## src/mio_params.svh

```systemverilog
// Constants for the memory-mapped digital I/O port block.
// Assumes a 32-bit classic Wishbone slave and a 125 MHz clock.
`ifndef MIO_PARAMS_SVH
`define MIO_PARAMS_SVH

`define MIO_CLK_PERIOD_NS   8
`define MIO_ADR_W           8
`define MIO_OFF_PORT0       8'h00
`define MIO_OFF_PORT1       8'h04
`define MIO_OFF_PORT2       8'h08
`define MIO_OFF_FIRST_BIDIR_PORT       8'h0C
`define MIO_OFF_DIRA        8'h10
`define MIO_OFF_DIRC        8'h14
`define MIO_OFF_BANK        8'h18
`define MIO_OFF_XCH         8'h1C
`define MIO_OFF_INC         8'h20
`define MIO_OFF_BITOP       8'h24
`define MIO_OFF_LOWREG      8'h28
`define MIO_OFF_CFG         8'h2C

`define MIO_BANK_EN_BIT     4
`define MIO_BANK_PORTS      4'hF
`define MIO_XCH_PORT_LSB    4
`define MIO_BITOP_OP_LSB    0
`define MIO_BITOP_PORT_LSB  3
`define MIO_BITOP_BIT_LSB   5
`define MIO_BITOP_VAL_BIT   7
`define MIO_BITOP_IND_BIT   8
`define MIO_LOW_PORT_LSB    2
`define MIO_LOW_BIT_LSB     0
`define MIO_CFG_FILT_BIT    0

`define MIO_RST_LATCH       4'h0
`define MIO_RST_DIR         8'h00
`define MIO_RST_BANK        5'h00
`define MIO_RST_LOW         4'h0

`define MIO_NOISE_NS        100
`define MIO_NOISE_CYC       ((`MIO_NOISE_NS + `MIO_CLK_PERIOD_NS - 1) / `MIO_CLK_PERIOD_NS)
`define MIO_INT_PIN         5
`define MIO_NPINS           13

`endif

```

## src/mio_pkg.sv

```systemverilog
// Types shared by the I/O port block modules.
// Assumes mio_params.svh supplies the numeric constants.
`default_nettype none

package mio_pkg;

  typedef enum logic [2:0] {
    MIO_BIT_WRITE,
    MIO_BIT_SET,
    MIO_BIT_CLEAR,
    MIO_BIT_TEST_CLEAR,
    MIO_BIT_TEST
  } mio_bitop_t;

  typedef logic [1:0] mio_port_t;

endpackage

`default_nettype wire

```

## src/mio_pin_if.sv

```systemverilog
// Carrier between the port core and its pin synchroniser.
// Assumes both ends run on the same clock.
`timescale 1ns/10ps
`default_nettype none

interface mio_pin_if;
  logic [12:0] pin_sync;
  logic        int_level;
  logic        filter_en;

  modport syncer (
    output pin_sync,
    output int_level,
    input  filter_en
  );

  modport core (
    input  pin_sync,
    input  int_level,
    output filter_en
  );
endinterface

`default_nettype wire

```

## src/mio_ports.sv

```systemverilog
// Memory-mapped digital I/O ports behind a classic Wishbone slave.
// Assumes pins are asynchronous and external logic resolves the pin wires.
`timescale 1ns/10ps
`default_nettype none
`include "mio_params.svh"

module mio_ports
  import mio_pkg::*;
(
  input  wire logic        clk_in,
  input  wire logic        arst_n_in,
  input  wire logic        wb_cyc_in,
  input  wire logic        wb_stb_in,
  input  wire logic        wb_we_in,
  input  wire logic [7:0]  wb_adr_in,
  input  wire logic [3:0]  wb_sel_in,
  input  wire logic [31:0] wb_dat_in,
  output var  logic [31:0] wb_dat_out,
  output var  logic        wb_ack_out,
  input  wire logic [3:0]  first_bidir_port_in,
  output var  logic [3:0]  first_bidir_port_out,
  output var  logic [3:0]  first_bidir_port_oe_n_out,
  input  wire logic [3:0]  second_bidir_port_in,
  output var  logic [3:0]  second_bidir_port_out,
  output var  logic [3:0]  second_bidir_port_oe_n_out,
  input  wire logic [3:0]  input_only_port_in,
  input  wire logic        single_bit_port_in,
  output var  logic        single_bit_port_out,
  output var  logic        single_bit_port_oe_n_out,
  output var  logic        interrupt_shared_pin_out
);

  mio_pin_if pif ();

  logic [3:0]  lat_reg  [4];
  logic [3:0]  lat_next [4];
  logic [7:0]  dira_reg;
  logic [7:0]  dira_next;
  logic [7:0]  dirc_reg;
  logic [7:0]  dirc_next;
  logic [4:0]  bank_reg;
  logic [4:0]  bank_next;
  logic [3:0]  low_reg;
  logic [3:0]  low_next;
  logic        cfg_reg;
  logic        cfg_next;
  logic [3:0]  xch_reg;
  logic [3:0]  xch_next;
  logic        test_reg;
  logic        test_next;
  logic        ack_reg;
  logic        ack_next;
  logic [31:0] dat_reg;
  logic [31:0] dat_next;
  logic [3:0]  oe1_n_reg;
  logic [3:0]  oe2_n_reg;
  logic        oe3_n_reg;
  logic        int_reg;

  logic [3:0]  dirp [4];
  logic [3:0]  pinp [4];
  logic [3:0]  view [4];
  logic        nib_ok;
  logic        wr_hit;
  logic [31:0] rd_val;
  mio_port_t   bp;
  logic [1:0]  bb;
  mio_port_t   np;
  mio_bitop_t  bop;

  ////////////////////////////////////////////////////////////////////////////
  // Pin synchroniser and interrupt noise eliminator.
  mio_pin_sync u_sync (
    .clk_in    (clk_in),
    .arst_n_in (arst_n_in),
    .pins_in   ({single_bit_port_in, input_only_port_in, second_bidir_port_in, first_bidir_port_in}),
    .pif       (pif)
  );

  assign pif.filter_en = cfg_reg;

  ////////////////////////////////////////////////////////////////////////////
  // Per-port direction, pin level and software view.
  assign dirp[0] = dira_reg[3:0];
  assign dirp[1] = dira_reg[7:4];
  assign dirp[2] = 4'h0;
  assign dirp[3] = {3'h0, dirc_reg[0]};
  assign pinp[0] = pif.pin_sync[3:0];
  assign pinp[1] = pif.pin_sync[7:4];
  assign pinp[2] = pif.pin_sync[11:8];
  assign pinp[3] = {3'h0, pif.pin_sync[12]};

  genvar g;
  generate
    for (g = 0; g < 4; g++) begin : g_view
      assign view[g] = (dirp[g] & lat_reg[g]) | (~dirp[g] & pinp[g]);
    end
  endgenerate

  assign nib_ok = !bank_reg[`MIO_BANK_EN_BIT] || (bank_reg[3:0] == `MIO_BANK_PORTS);
  assign wr_hit = wb_cyc_in && wb_stb_in && wb_we_in && ack_reg;
  assign np     = mio_port_t'(wb_adr_in[3:2]);
  assign bop    = mio_bitop_t'(wb_dat_in[`MIO_BITOP_OP_LSB +: 3]);
  assign bp     = wb_dat_in[`MIO_BITOP_IND_BIT] ? mio_port_t'(low_reg[`MIO_LOW_PORT_LSB +: 2])
                                               : mio_port_t'(wb_dat_in[`MIO_BITOP_PORT_LSB +: 2]);
  assign bb     = wb_dat_in[`MIO_BITOP_IND_BIT] ? low_reg[`MIO_LOW_BIT_LSB +: 2]
                                               : wb_dat_in[`MIO_BITOP_BIT_LSB +: 2];

  ////////////////////////////////////////////////////////////////////////////
  // Read data multiplexer.
  always_comb begin
    rd_val = 32'h0000_0000;
    case (wb_adr_in)
      `MIO_OFF_PORT0,
      `MIO_OFF_PORT1,
      `MIO_OFF_PORT2,
      `MIO_OFF_FIRST_BIDIR_PORT: begin
        if (nib_ok) begin
          rd_val = {28'h0000000, view[np]};
        end
      end
      `MIO_OFF_DIRA: begin
        rd_val = {24'h000000, dira_reg};
      end
      `MIO_OFF_DIRC: begin
        rd_val = {24'h000000, dirc_reg};
      end
      `MIO_OFF_BANK: begin
        rd_val = {27'h0000000, bank_reg};
      end
      `MIO_OFF_XCH: begin
        rd_val = {28'h0000000, xch_reg};
      end
      `MIO_OFF_BITOP: begin
        rd_val = {31'h00000000, test_reg};
      end
      `MIO_OFF_LOWREG: begin
        rd_val = {28'h0000000, low_reg};
      end
      `MIO_OFF_CFG: begin
        rd_val = {31'h00000000, cfg_reg};
      end
      default: begin
        rd_val = 32'h0000_0000;
      end
    endcase
  end

  ////////////////////////////////////////////////////////////////////////////
  // Bus answer and register updates; writes act on the acknowledged edge.
  always_comb begin
    lat_next  = lat_reg;
    dira_next = dira_reg;
    dirc_next = dirc_reg;
    bank_next = bank_reg;
    low_next  = low_reg;
    cfg_next  = cfg_reg;
    xch_next  = xch_reg;
    test_next = test_reg;
    ack_next  = wb_cyc_in && wb_stb_in && !ack_reg;
    dat_next  = ack_next ? rd_val : 32'h0000_0000;
    if (wr_hit) begin
      case (wb_adr_in)
        `MIO_OFF_PORT0,
        `MIO_OFF_PORT1,
        `MIO_OFF_FIRST_BIDIR_PORT: begin
          if (nib_ok && wb_sel_in[0]) begin
            lat_next[np] = wb_dat_in[3:0];
          end
        end
        `MIO_OFF_DIRA: begin
          if (wb_sel_in[0]) begin
            dira_next = wb_dat_in[7:0];
          end
        end
        `MIO_OFF_DIRC: begin
          if (wb_sel_in[0]) begin
            dirc_next = wb_dat_in[7:0];
          end
        end
        `MIO_OFF_BANK: begin
          if (wb_sel_in[0]) begin
            bank_next = wb_dat_in[4:0];
          end
        end
        `MIO_OFF_XCH: begin
          if (nib_ok) begin
            xch_next = view[wb_dat_in[`MIO_XCH_PORT_LSB +: 2]];
            if (wb_dat_in[`MIO_XCH_PORT_LSB +: 2] != 2'h2) begin
              lat_next[wb_dat_in[`MIO_XCH_PORT_LSB +: 2]] = wb_dat_in[3:0];
            end
          end
        end
        `MIO_OFF_INC: begin
          if (nib_ok && wb_dat_in[1:0] != 2'h2) begin
            lat_next[wb_dat_in[1:0]] = view[wb_dat_in[1:0]] + 4'h1;
          end
        end
        `MIO_OFF_BITOP: begin
          if (bp != 2'h2 && !(bp == 2'h3 && bb != 2'h0)) begin
            case (bop)
              MIO_BIT_WRITE: begin
                lat_next[bp][bb] = wb_dat_in[`MIO_BITOP_VAL_BIT];
              end
              MIO_BIT_SET: begin
                lat_next[bp][bb] = 1'b1;
              end
              MIO_BIT_CLEAR: begin
                lat_next[bp][bb] = 1'b0;
              end
              MIO_BIT_TEST_CLEAR: begin
                test_next        = view[bp][bb];
                lat_next[bp][bb] = 1'b0;
              end
              MIO_BIT_TEST: begin
                test_next = view[bp][bb];
              end
              default: begin
                test_next = test_reg;
              end
            endcase
          end else if (bp == 2'h2 && bop == MIO_BIT_TEST) begin
            test_next = view[bp][bb];
          end
        end
        `MIO_OFF_LOWREG: begin
          low_next = wb_dat_in[3:0];
        end
        `MIO_OFF_CFG: begin
          cfg_next = wb_dat_in[`MIO_CFG_FILT_BIT];
        end
        default: begin
          cfg_next = cfg_reg;
        end
      endcase
    end
    lat_next[2] = `MIO_RST_LATCH;
    lat_next[3] = {3'h0, lat_next[3][0]};
  end

  always_ff @(posedge clk_in or negedge arst_n_in) begin
    if (!arst_n_in) begin
      for (int i = 0; i < 4; i++) begin
        lat_reg[i] <= `MIO_RST_LATCH;
      end
      dira_reg  <= `MIO_RST_DIR;
      dirc_reg  <= `MIO_RST_DIR;
      oe1_n_reg <= 4'hF;
      oe2_n_reg <= 4'hF;
      oe3_n_reg <= 1'b1;
      bank_reg  <= `MIO_RST_BANK;
      low_reg   <= `MIO_RST_LOW;
      cfg_reg   <= 1'b0;
      xch_reg   <= 4'h0;
      test_reg  <= 1'b0;
      ack_reg   <= 1'b0;
      dat_reg   <= 32'h0000_0000;
      int_reg   <= 1'b0;
    end else begin
      lat_reg   <= lat_next;
      dira_reg  <= dira_next;
      dirc_reg  <= dirc_next;
      oe1_n_reg <= ~dira_next[3:0];
      oe2_n_reg <= ~dira_next[7:4];
      oe3_n_reg <= ~dirc_next[0];
      bank_reg  <= bank_next;
      low_reg   <= low_next;
      cfg_reg   <= cfg_next;
      xch_reg   <= xch_next;
      test_reg  <= test_next;
      ack_reg   <= ack_next;
      dat_reg   <= dat_next;
      int_reg   <= pif.int_level;
    end
  end

  ////////////////////////////////////////////////////////////////////////////
  // Outputs straight from flip-flops.
  assign wb_ack_out                 = ack_reg;
  assign wb_dat_out                 = dat_reg;
  assign first_bidir_port_out       = lat_reg[0];
  assign first_bidir_port_oe_n_out  = oe1_n_reg;
  assign second_bidir_port_out      = lat_reg[1];
  assign second_bidir_port_oe_n_out = oe2_n_reg;
  assign single_bit_port_out        = lat_reg[3][0];
  assign single_bit_port_oe_n_out   = oe3_n_reg;
  assign interrupt_shared_pin_out   = int_reg;

endmodule

`default_nettype wire

```

## src/mio_pin_sync.sv

```systemverilog
// Synchronises the port pins and filters the shared interrupt pin.
// Assumes pins are asynchronous to clk_in.
`timescale 1ns/10ps
`default_nettype none
`include "mio_params.svh"

module mio_pin_sync
  import mio_pkg::*;
(
  input  wire logic        clk_in,
  input  wire logic        arst_n_in,
  input  wire logic [12:0] pins_in,
  mio_pin_if.syncer        pif
);

  logic [12:0] s1_reg;
  logic [12:0] s2_reg;
  logic [12:0] s3_reg;
  logic [12:0] val_reg;
  logic [12:0] val_next;
  logic [7:0]  cnt_reg;
  logic [7:0]  cnt_next;
  logic        int_reg;
  logic        int_next;

  ////////////////////////////////////////////////////////////////////////////
  // A pin change counts once the second and third stages agree.
  genvar g;
  generate
    for (g = 0; g < `MIO_NPINS; g++) begin : g_pin
      assign val_next[g] = (s2_reg[g] == s3_reg[g]) ? s3_reg[g] : val_reg[g];
    end
  endgenerate

  ////////////////////////////////////////////////////////////////////////////
  // The interrupt pin follows directly or after a stable interval.
  always_comb begin
    cnt_next = 8'h00;
    int_next = int_reg;
    if (!pif.filter_en) begin
      int_next = val_reg[`MIO_INT_PIN];
    end else if (val_reg[`MIO_INT_PIN] != int_reg) begin
      cnt_next = cnt_reg + 8'h01;
      if (cnt_reg >= 8'(`MIO_NOISE_CYC - 1)) begin
        int_next = val_reg[`MIO_INT_PIN];
        cnt_next = 8'h00;
      end
    end
  end

  always_ff @(posedge clk_in or negedge arst_n_in) begin
    if (!arst_n_in) begin
      s1_reg  <= 13'h0000;
      s2_reg  <= 13'h0000;
      s3_reg  <= 13'h0000;
      val_reg <= 13'h0000;
      cnt_reg <= 8'h00;
      int_reg <= 1'b0;
    end else begin
      s1_reg  <= pins_in;
      s2_reg  <= s1_reg;
      s3_reg  <= s2_reg;
      val_reg <= val_next;
      cnt_reg <= cnt_next;
      int_reg <= int_next;
    end
  end

  assign pif.pin_sync  = val_reg;
  assign pif.int_level = int_reg;

endmodule

`default_nettype wire

```

## config.mk

```make
export PLATFORM = sky130hd
export DESIGN_NAME = mio_ports
export DESIGN_NICKNAME = d
export VERILOG_FILES = /design/src/mio_pkg.sv /design/src/mio_pin_if.sv /design/src/mio_ports.sv /design/src/mio_pin_sync.sv
export VERILOG_INCLUDE_DIRS = /design/src
export SDC_FILE = /design/constraint.sdc
export NUM_CORES = 1
export LEC_CHECK = 0
export BUFFER_PORTS_ARGS = -buffer_cell sky130_fd_sc_hd__buf_2
export CAP_MARGIN = 20
export CORE_MARGIN = 3
export CORE_UTILIZATION = 50
export DETAILED_ROUTE_END_ITERATION = 12
export GPL_TIMING_DRIVEN = 1
export PLACE_DENSITY = 0.77
export RECOVER_POWER = 25
export SYNTH_ARGS = -nofsm -noshare
export SYNTH_HDL_FRONTEND = slang
export SYNTH_HIERARCHICAL = 1
export SYNTH_SLANG_ARGS = --single-unit
```

## constraint.sdc

```tcl
create_clock -name clk_in -period 2.9 [get_ports clk_in]
set_input_delay 0.435 -clock clk_in [delete_from_list [all_inputs] [get_ports clk_in]]
set_output_delay 0.435 -clock clk_in [all_outputs]
set_load 0.005 [all_outputs]
```

==> insert_results.sql, run 1 <==
INSERT INTO impl_metrics (metric_group, metric, value, unit) VALUES
('timing', 'tns', '0', 'ns'),
('floorplan', 'initial_utilization', '51.8', '%'),
('synth', 'postSynthCellCount', '560', ''),
('synth', 'yosys-top-cells-area', 'sky130_fd_sc_hd__dfrtp_1, sky130_fd_sc_hd__mux2_2, sky130_fd_sc_hd__mux2i_1, sky130_fd_sc_hd__dfstp_2, sky130_fd_sc_hd__buf_4', ''),
('power', 'p_comb_share', '8.9', '%'),
('timing', 'max_slew.worst_pin.slew', '1.31', 'ns'),
('clock_tree', 'hold_buffers', '0', ''),
('synth', 'avgSynthCellArea', '10.7', 'um2'),
('layout', 'areaGrowthSynthToFinish', '17.4', '%'),
('layout', 'post_route_cells_drive_above_1_share', '28.0', '%'),
('run', 'max_cap_viol_count', '0', ''),
('routing', 'drc', '0', ''),
('routing', 'routed_vias_inst', '6.02', ''),
('timing', 'slew_headroom', '12.9', '%'),
('timing', 'final.setup_skew', '0.00633', 'ns'),
('synth', 'yosys_warnings', '6', ''),
('synth', 'netlist_area', '6020', 'um2'),
('layout', 'nets', '706', ''),
('clock_tree', 'cts_resized', '0', ''),
('floorplan', 'placeableCoreArea', '11600', 'um2'),
('clock_tree', 'worstSkewPairLatency', '0.42', 'ns'),
('global_route', 'groute.layer.met1.usage', '34.9', '%'),
('setup_path', 'timing.critical_path.from', 'second_bidir_port_out[0]', ''),
('power', 'design_power', '4.05', 'mW'),
('placement', 'buffer_ports.inserted', '63', ''),
('routing', 'sum_of_routed_wire_length_over_all_layers', '16800', 'um'),
('clock_tree', 'cts_htree_levels', '4', ''),
('clock_tree', 'worst_setup_hold_path_clk_slew', '0.06', 'ns'),
('layout', 'insertedDiodeCount', '0', ''),
('timing', 'setup-violations-final', '0', ''),
('placement', 'gp_routability_congestion', '0.950', ''),
('synth', 'fraction_of_registers_with_async_set_or_reset_after_synthesis', '100', '%'),
('timing', 'period_share', '84.4', '%'),
('clock_tree', 'tritoncts', 'done', ''),
('global_route', 'groute.layer.met3.usage', '7.31', '%'),
('floorplan', 'die_x', '116', 'um'),
('power', 'sw_ratio', '26.7', '%'),
('global_route', 'gr-usage-all-layers', '26.3', '%'),
('synth', 'yosysMostFrequentCell', 'sky130_fd_sc_hd__dfrtp_1', ''),
('global_route', 'globalRoute.totalOverflow', '0', ''),
('layout', 'final_core_utilization', '60.9', '%'),
('clock_tree', 'cts_post_setup_buffers_inserted', '0', ''),
('power', 'share_seq_of_total_power', '43.7', '%'),
('power', 'power.leakage', '3.15', 'nW'),
('floorplan', 'die-area', '13400', 'um2'),
('synth', 'most_common_flop_cell_mapped_by_yosys', 'sky130_fd_sc_hd__dfrtp_1', ''),
('placement', 'post-dp-hpwl', '12200', 'um'),
('global_route', 'use_met2', '41.4', '%'),
('synth', 'yosys_register_bits', '120', ''),
('setup_path', 'timing.critical_path.from_type', 'flip-flop', ''),
('floorplan', 'pin_count', '114', ''),
('floorplan', 'die-height', '116', 'um'),
('clock_tree', 'tritoncts.num_buffers', '17', ''),
('power', 'power.density', '574', 'nW/um2'),
('global_route', 'antenna_found_initial', '0', ''),
('clock_tree', 'clk_path_buf_depth', '2', ''),
('run_status', 'status', 'finished, final reports clean', ''),
('routing', 'drt-wirelength-per-cell', '21.1', 'um'),
('setup_path', 'worst-endpoint-arrival', '2.75', 'ns'),
('hold_path', 'min_path_type', 'in2reg', ''),
('routing', 'route.vias.total', '4796', ''),
('synth', 'netlist_top_cells_count', 'sky130_fd_sc_hd__dfrtp_1, sky130_fd_sc_hd__nor2_1, sky130_fd_sc_hd__mux2_2, sky130_fd_sc_hd__mux2i_1, sky130_fd_sc_hd__nand2_1', ''),
('routing', 'dr.pass1.iters', '5', ''),
('clock_tree', 'tritoncts_num_sinks', '120', ''),
('hold_path', 'holdCritStartpoint', 'second_bidir_port_in[0]', ''),
('setup_path', 'regToRegStartpoint', 'second_bidir_port_out[0]', ''),
('power', 'switchingPower', '1.08', 'mW'),
('timing', 'hold_viol_final', '0', ''),
('setup_path', 'cp_max_fo', '7', ''),
('synth', 'yosys.area.top_type_share', '46.2', '%'),
('global_route', 'global_route.peak_usage_layer', 'met2', '');
[placed cells by master, fill, tap and decap left out, types with 3 or more instances in the layout]
cell type                      n
sky130_fd_sc_hd__nor3b_1       5
sky130_fd_sc_hd__clkbuf_16    17
sky130_fd_sc_hd__maj3_1       13
sky130_fd_sc_hd__inv_1        19
sky130_fd_sc_hd__xnor2_1       4
sky130_fd_sc_hd__nand3_1      14
sky130_fd_sc_hd__and3_1        6
sky130_fd_sc_hd__buf_4        23
sky130_fd_sc_hd__o21ai_0      27
sky130_fd_sc_hd__clkinvlp_4    6
sky130_fd_sc_hd__and2_1        4
sky130_fd_sc_hd__ha_1          3
sky130_fd_sc_hd__nor2_1       45
sky130_fd_sc_hd__mux2_2       35
sky130_fd_sc_hd__dfstp_2       9
sky130_fd_sc_hd__mux2i_1      30
sky130_fd_sc_hd__nand3b_1      3
sky130_fd_sc_hd__o32ai_1       3
sky130_fd_sc_hd__a21oi_1      25
sky130_fd_sc_hd__mux4_2        6
sky130_fd_sc_hd__o22a_1        3
sky130_fd_sc_hd__nor3_1       11
sky130_fd_sc_hd__o22ai_1      13
sky130_fd_sc_hd__conb_1       28
sky130_fd_sc_hd__nand2b_1      7
sky130_fd_sc_hd__buf_2        62
sky130_fd_sc_hd__or2_2         4
sky130_fd_sc_hd__nor4_1        5
sky130_fd_sc_hd__nand4_1       5
sky130_fd_sc_hd__inv_6         3
sky130_fd_sc_hd__a32oi_1       4
sky130_fd_sc_hd__and3b_1       3
sky130_fd_sc_hd__dfrtp_1     111
sky130_fd_sc_hd__nand2_1      30
sky130_fd_sc_hd__a22o_1        3
sky130_fd_sc_hd__a211oi_1      4
sky130_fd_sc_hd__a22oi_1       8
sky130_fd_sc_hd__nor2b_1       8
sky130_fd_sc_hd__o21ai_1       9
[kinds of logic (layout without fill, tap and decap cells)]
kind of cell	count (synthesis)	after routing	synth area share [%]
other cells	2	28	0.125
xor+xnor	6	6	0.873
fa+ha+maj	16	16	2.79
simple gates	159	159	13.9
compound gates	114	114	12.0
flops	120	120	50.1
mux	72	72	14.0
buf+inv	71	139	6.20
[area by class of cell]
type	count	area, um2
fill	989	4550
sequential	120	3010
multi-input combinational	395	2730
timing repair buffer	88	528
clock buffer	17	425
tap	143	179
clock inverter	15	121
inverter	19	71.3
[critical path: stages (launching register included)]
cell and delay (ns):
sky130_fd_sc_hd__dfrtp_1 0.47, sky130_fd_sc_hd__mux2_2 0.38, sky130_fd_sc_hd__mux4_2 0.49, sky130_fd_sc_hd__ha_1 0.26, sky130_fd_sc_hd__nand2b_1 0.16, sky130_fd_sc_hd__a21oi_1 0.14
sky130_fd_sc_hd__a221o_1 0.12, sky130_fd_sc_hd__o22ai_1 0.09, sky130_fd_sc_hd__a21oi_1 0.14, sky130_fd_sc_hd__o21ai_1 0.07
[metrics by stage]
| stage | area, um2 | std cells | setup WS, ns |
|---|---|---|---|
| 2_1_floorplan | 6120 | 586 | 0.622 |
| 3_3_place_gp | 6520 | 765 | 0.330 |
| 3_5_place_dp | 6520 | 765 | 0.281 |
| 4_1_cts | 7070 | 797 | 0.456 |
| 5_1_grt | 7070 | 797 | 0.275 |
| 6_report | 7070 | 797 | 0.453 |
[final timing paths]
| check | end | slack, ns | cells after the start |
|---|---|---|---|
| worst min register to register | u_sync/s2_reg[6] | 0.35 | 0 |
| worst max register to register | first_bidir_port_out[2] | 0.45 | 9 |
| worst min-delay path | u_sync/s1_reg[4] | 0.11 | 1 |
| min in group asynchronous | u_sync/s1_reg[2] | 0.30 | 1 |
| max in group asynchronous | second_bidir_port_oe_n_out[2] | 1.70 | 2 |
| worst max-delay path | first_bidir_port_out[2] | 0.45 | 9 |
[metal layers]
metal / wire (um) / vias to the layer above
li1: - / 2128
met1: 6870 / 2314
met2: 7820 / 298
met3: 1520 / 56
met4: 582 / 0
met5: 0 / -
[power by group through the flow]
stage	logic, mW	clock network, mW	registers, mW
6_report	0.362	1.92	1.77
5_1_grt	0.393	2.04	1.78
4_1_cts	0.357	1.98	1.77
3_5_place_dp	0.355	0	1.80
3_3_place_gp	0.349	0	1.80
2_1_floorplan	0.231	0	1.78
(Power assumes the default switching activity.)
==> run 2: changes to the inputs <==
--- a/config.mk
+++ b/config.mk
@@ -6,13 +6,14 @@
 export SDC_FILE = /design/constraint.sdc
 export NUM_CORES = 1
 export LEC_CHECK = 0
+export ABC_AREA = 1
 export BUFFER_PORTS_ARGS = -buffer_cell sky130_fd_sc_hd__buf_2
 export CAP_MARGIN = 20
 export CORE_MARGIN = 3
 export CORE_UTILIZATION = 50
 export DETAILED_ROUTE_END_ITERATION = 12
 export GPL_TIMING_DRIVEN = 1
-export PLACE_DENSITY = 0.77
+export PLACE_DENSITY = 0.8
 export RECOVER_POWER = 25
 export SYNTH_ARGS = -nofsm -noshare
 export SYNTH_HDL_FRONTEND = slang
==> constraint.sdc (replaced) <==
create_clock -name clk_in -period 2.15 [get_ports clk_in]
set_input_delay 0.3225 -clock clk_in [delete_from_list [all_inputs] [get_ports clk_in]]
set_output_delay 0.3225 -clock clk_in [all_outputs]
set_load 0.005 [all_outputs]
==> run 2 against run 1 <==
Worst hold slack got worse by 0.10 ns. Power grew 39%. Synthesized cell count rose by 34%. Wire length rose by 4.0%. Maximum frequency grew 25%. Clock power is 46% higher. Worst setup slack lost 0.26 ns. Count of clock-buffer cells in the layout up 1. Synthesized area is 3.7% higher. Sequential cell count stayed put. Critical endpoint is now single_bit_port_out.
==> insert_results.sql, run 2 <==
INSERT INTO impl_metrics (metric_group, metric, value, unit) VALUES
('synth', 'postSynthCellCount', '750', ''),
('timing', 'rsz0062_at_grt', 'false', ''),
('power', 'sw_ratio', '25.2', '%'),
('layout', 'fill_cells', '1090', ''),
('routing', 'antenna_left', '0', ''),
('global_route', 'grt_start_max_net_pins', '41', ''),
('timing', 'period_share', '90.9', '%'),
('synth', 'most_common_flop_cell_mapped_by_yosys', 'sky130_fd_sc_hd__dfrtp_1', ''),
('floorplan', 'die-height', '118', 'um'),
('clock_tree', 'cts_htree_levels', '4', ''),
('power', 'share_clk_of_total_power', '49.8', '%'),
('timing', 'maxSlewViolCount', '0', ''),
('routing', 'dr.pass1.iters', '6', ''),
('layout', 'nets', '926', ''),
('power', 'power.density', '751', 'nW/um2'),
('clock_tree', 'cts_root_buf', 'sky130_fd_sc_hd__clkbuf_16', ''),
('routing', 'drt-wirelength-per-cell', '16.8', 'um'),
('synth', 'netlist_area', '6240', 'um2'),
('floorplan', 'die_x', '118', 'um'),
('setup_path', 'worst_ep_required_time', '2.46', 'ns'),
('timing', 'setup-violations-final', '0', ''),
('routing', 'drc', '0', ''),
('routing', 'route.vias.total', '5429', ''),
('placement', 'buffer_ports.inserted', '63', ''),
('layout', 'most_common_cell_after_layout_fill_and_taps_aside', 'sky130_fd_sc_hd__nand2_1', ''),
('power', 'internal-power', '4.22', 'mW'),
('synth', 'yosys_warnings', '6', ''),
('synth', 'synth.yosys.seq_area_share', '48.3', '%'),
('setup_path', 'timing.critical_path.from_type', 'flip-flop', ''),
('setup_path', 'worstSetupPathType', 'reg2reg', ''),
('floorplan', 'placementRows', '40', ''),
('clock_tree', 'worst_setup_hold_path_clk_slew', '0.06', 'ns'),
('routing', 'first_iter_violations', '626', ''),
('synth', 'synth_cell_types', '43', ''),
('synth', 'avgSynthCellArea', '8.32', 'um2'),
('layout', 'areaGrowthSynthToFinish', '20.5', '%'),
('clock_tree', 'tritoncts_num_sinks', '120', ''),
('clock_tree', 'tritoncts', 'done', ''),
('routing', 'm1WireLength', '7130', 'um'),
('synth', 'number_of_synthesized_flops_with_an_enable_pin', '0', ''),
('timing', 'final.setup_skew', '0.00886', 'ns'),
('routing', 'routed_vias_inst', '5.22', ''),
('power', 'power.leakage', '3.69', 'nW'),
('synth', 'fraction_of_registers_with_async_set_or_reset_after_synthesis', '100', '%'),
('timing', 'tns', '0', 'ns'),
('timing', 'hold_viol_final', '0', ''),
('power', 'vdd.ir_drop.worst', '0.780', 'mV'),
('floorplan', 'initial_utilization', '51.5', '%'),
('global_route', 'gr-usage-all-layers', '25.8', '%'),
('synth', 'yosys_register_bits', '120', ''),
('synth', 'yosys-top-cells-area', 'sky130_fd_sc_hd__dfrtp_1, sky130_fd_sc_hd__nand2_1, sky130_fd_sc_hd__inv_1, sky130_fd_sc_hd__dfstp_2, sky130_fd_sc_hd__o21ai_0', ''),
('floorplan', 'pin_count', '114', ''),
('timing', 'final.min_clock_period', '1.95', 'ns'),
('routing', 'sum_of_routed_wire_length_over_all_layers', '17500', 'um'),
('floorplan', 'placeableCoreArea', '12100', 'um2'),
('global_route', 'global_route_wire_length_before_repair', '27500', 'um'),
('layout', 'layout_common_cells', 'sky130_fd_sc_hd__nand2_1, sky130_fd_sc_hd__dfrtp_1, sky130_fd_sc_hd__inv_1, sky130_fd_sc_hd__buf_2, sky130_fd_sc_hd__o21ai_0', ''),
('setup_path', 'cp_max_fo', '5', ''),
('layout', 'post_route_cells_drive_above_1_share', '24.7', '%'),
('power', 'share_seq_of_total_power', '42.2', '%'),
('layout', 'insertedDiodeCount', '0', ''),
('routing', 'wl_met2', '7740', 'um'),
('power', 'switchingPower', '1.42', 'mW'),
('synth', 'yosysMostFrequentCell', 'sky130_fd_sc_hd__nand2_1', ''),
('synth', 'synthDominantAreaCellType', 'sky130_fd_sc_hd__dfrtp_1', ''),
('floorplan', 'die-area', '13900', 'um2'),
('global_route', 'grt_pass1_vias', '5197', ''),
('hold_path', 'min_path_type', 'in2reg', ''),
('setup_path', 'critical_path.endpoint_type', 'flip-flop', ''),
('clock_tree', 'tritoncts.num_buffers', '17', ''),
('timing', 'worst_hold_slack', '0.0123', 'ns'),
('placement', 'gp_routability_congestion', '0.964', ''),
('global_route', 'antenna_found_initial', '0', ''),
('timing', 'slew_headroom', '39.9', '%'),
('global_route', 'globalRoute.totalOverflow', '0', ''),
('run_status', 'status', 'finished, final reports clean', ''),
('routing', 'dr.max_layer_used', 'met4', ''),
('placement', 'post-dp-hpwl', '13200', 'um'),
('synth', 'yosys.area.top_type_share', '44.5', '%'),
('setup_path', 'worst-endpoint-arrival', '2.26', 'ns'),
('synth', 'netlist_top_cells_count', 'sky130_fd_sc_hd__nand2_1, sky130_fd_sc_hd__dfrtp_1, sky130_fd_sc_hd__inv_1, sky130_fd_sc_hd__o21ai_0, sky130_fd_sc_hd__nor2_1', ''),
('clock_tree', 'worstSkewPairLatency', '0.42', 'ns'),
('timing', 'maxClockFrequency', '512', 'MHz'),
('clock_tree', 'clk_path_buf_depth', '2', ''),
('run', 'max_cap_viol_count', '0', ''),
('routing', 'detailroute.wirelength.met3', '1610', 'um'),
('power', 'p_comb_share', '8.0', '%'),
('timing', 'max_slew.worst_pin.slew', '0.902', 'ns');
[run 2: power groups by stage]
stage | Combinational [mW] | Sequential (mW) | Clock, mW
2_1_floorplan | 0.265 | 2.41 | 0
3_3_place_gp | 0.426 | 2.42 | 0
3_5_place_dp | 0.428 | 2.42 | 0
4_1_cts | 0.446 | 2.38 | 2.85
5_1_grt | 0.501 | 2.39 | 2.95
6_report | 0.451 | 2.38 | 2.81
[run 2: metal layers]
layer	global-route usage (%)	vias up
met5	0	-
met4	15.4	0
met3	6.25	72
met2	38.3	301
met1	34.3	2480
li1	-	2576
[run 2: final timing paths]
path / from / to / slack [ns] / cells after the start
max in group asynchronous: arst_n_in / first_bidir_port_oe_n_out[2] / 0.76 / 3
worst max register to register: bank_reg[0] / single_bit_port_out / 0.20 / 10
worst min register to register: u_sync/s1_reg[0] / u_sync/s2_reg[0] / 0.35 / 0
worst min-delay path: second_bidir_port_in[2] / u_sync/s1_reg[6] / 0.01 / 1
min in group asynchronous: arst_n_in / bank_reg[0] / 0.57 / 2
worst max-delay path: bank_reg[0] / single_bit_port_out / 0.20 / 10
[run 2: stage by stage]
step                setup WS [ns]  cell area [um2]  instances  utilization [%]  power (mW)
floorplan                   0.358             6340        776                -        2.67
global placement            0.132             6830        999             56.4        2.84
detailed placement          0.125             6830        999             56.4        2.85
CTS                         0.238             7520       1041             62.1        5.68
global route               0.0218             7520       1041             62.1        5.84
finish                      0.196             7520       1041             62.1        5.65
[run 2: area by class of cell]
type | count | area (um2) | area share [%]
clock buffers | 18 | 439 | 5.84
clock inverters | 13 | 145 | 1.93
inverters | 107 | 407 | 5.41
multi-input cells | 517 | 2680 | 35.6
flip-flops and latches | 120 | 3010 | 40.1
well taps | 168 | 210 | 2.79
repair buffers | 98 | 631 | 8.38
[run 2: cells by family (layout without fill, tap and decap cells)]
group / after synthesis / count (layout) / synth area share [%]
AO/OA/AOI/OAI: 124 / 124 / 12.2
XOR/XNOR: 2 / 2 / 0.281
adder cells (fa/ha/maj): 16 / 16 / 2.69
buffers and inverters: 139 / 236 / 10.4
flip-flops: 120 / 120 / 48.3
other: 2 / 28 / 0.120
AND/OR/NAND/NOR: 347 / 347 / 26.0
[run 2: timing repair]
item                                    in CTS  in global routing
resized for setup                            0                  1
endpoints found under the setup margin       0                  1
endpoints found under the hold margin       37                  0
buffers inserted                             0                  0
hold buffers                                11                  0
[run 2: critical path: stages, from the launching register on]
cell                       delay (ns)
sky130_fd_sc_hd__dfrtp_1         0.41
sky130_fd_sc_hd__nand2_1         0.12
sky130_fd_sc_hd__nor2_1          0.06
sky130_fd_sc_hd__nor2_1          0.26
sky130_fd_sc_hd__nor2_2          0.12
sky130_fd_sc_hd__nand2_1         0.26
sky130_fd_sc_hd__inv_1           0.16
sky130_fd_sc_hd__o211ai_1        0.11
sky130_fd_sc_hd__nand3_1         0.14
sky130_fd_sc_hd__o21ai_2         0.13
sky130_fd_sc_hd__nand2_1         0.07
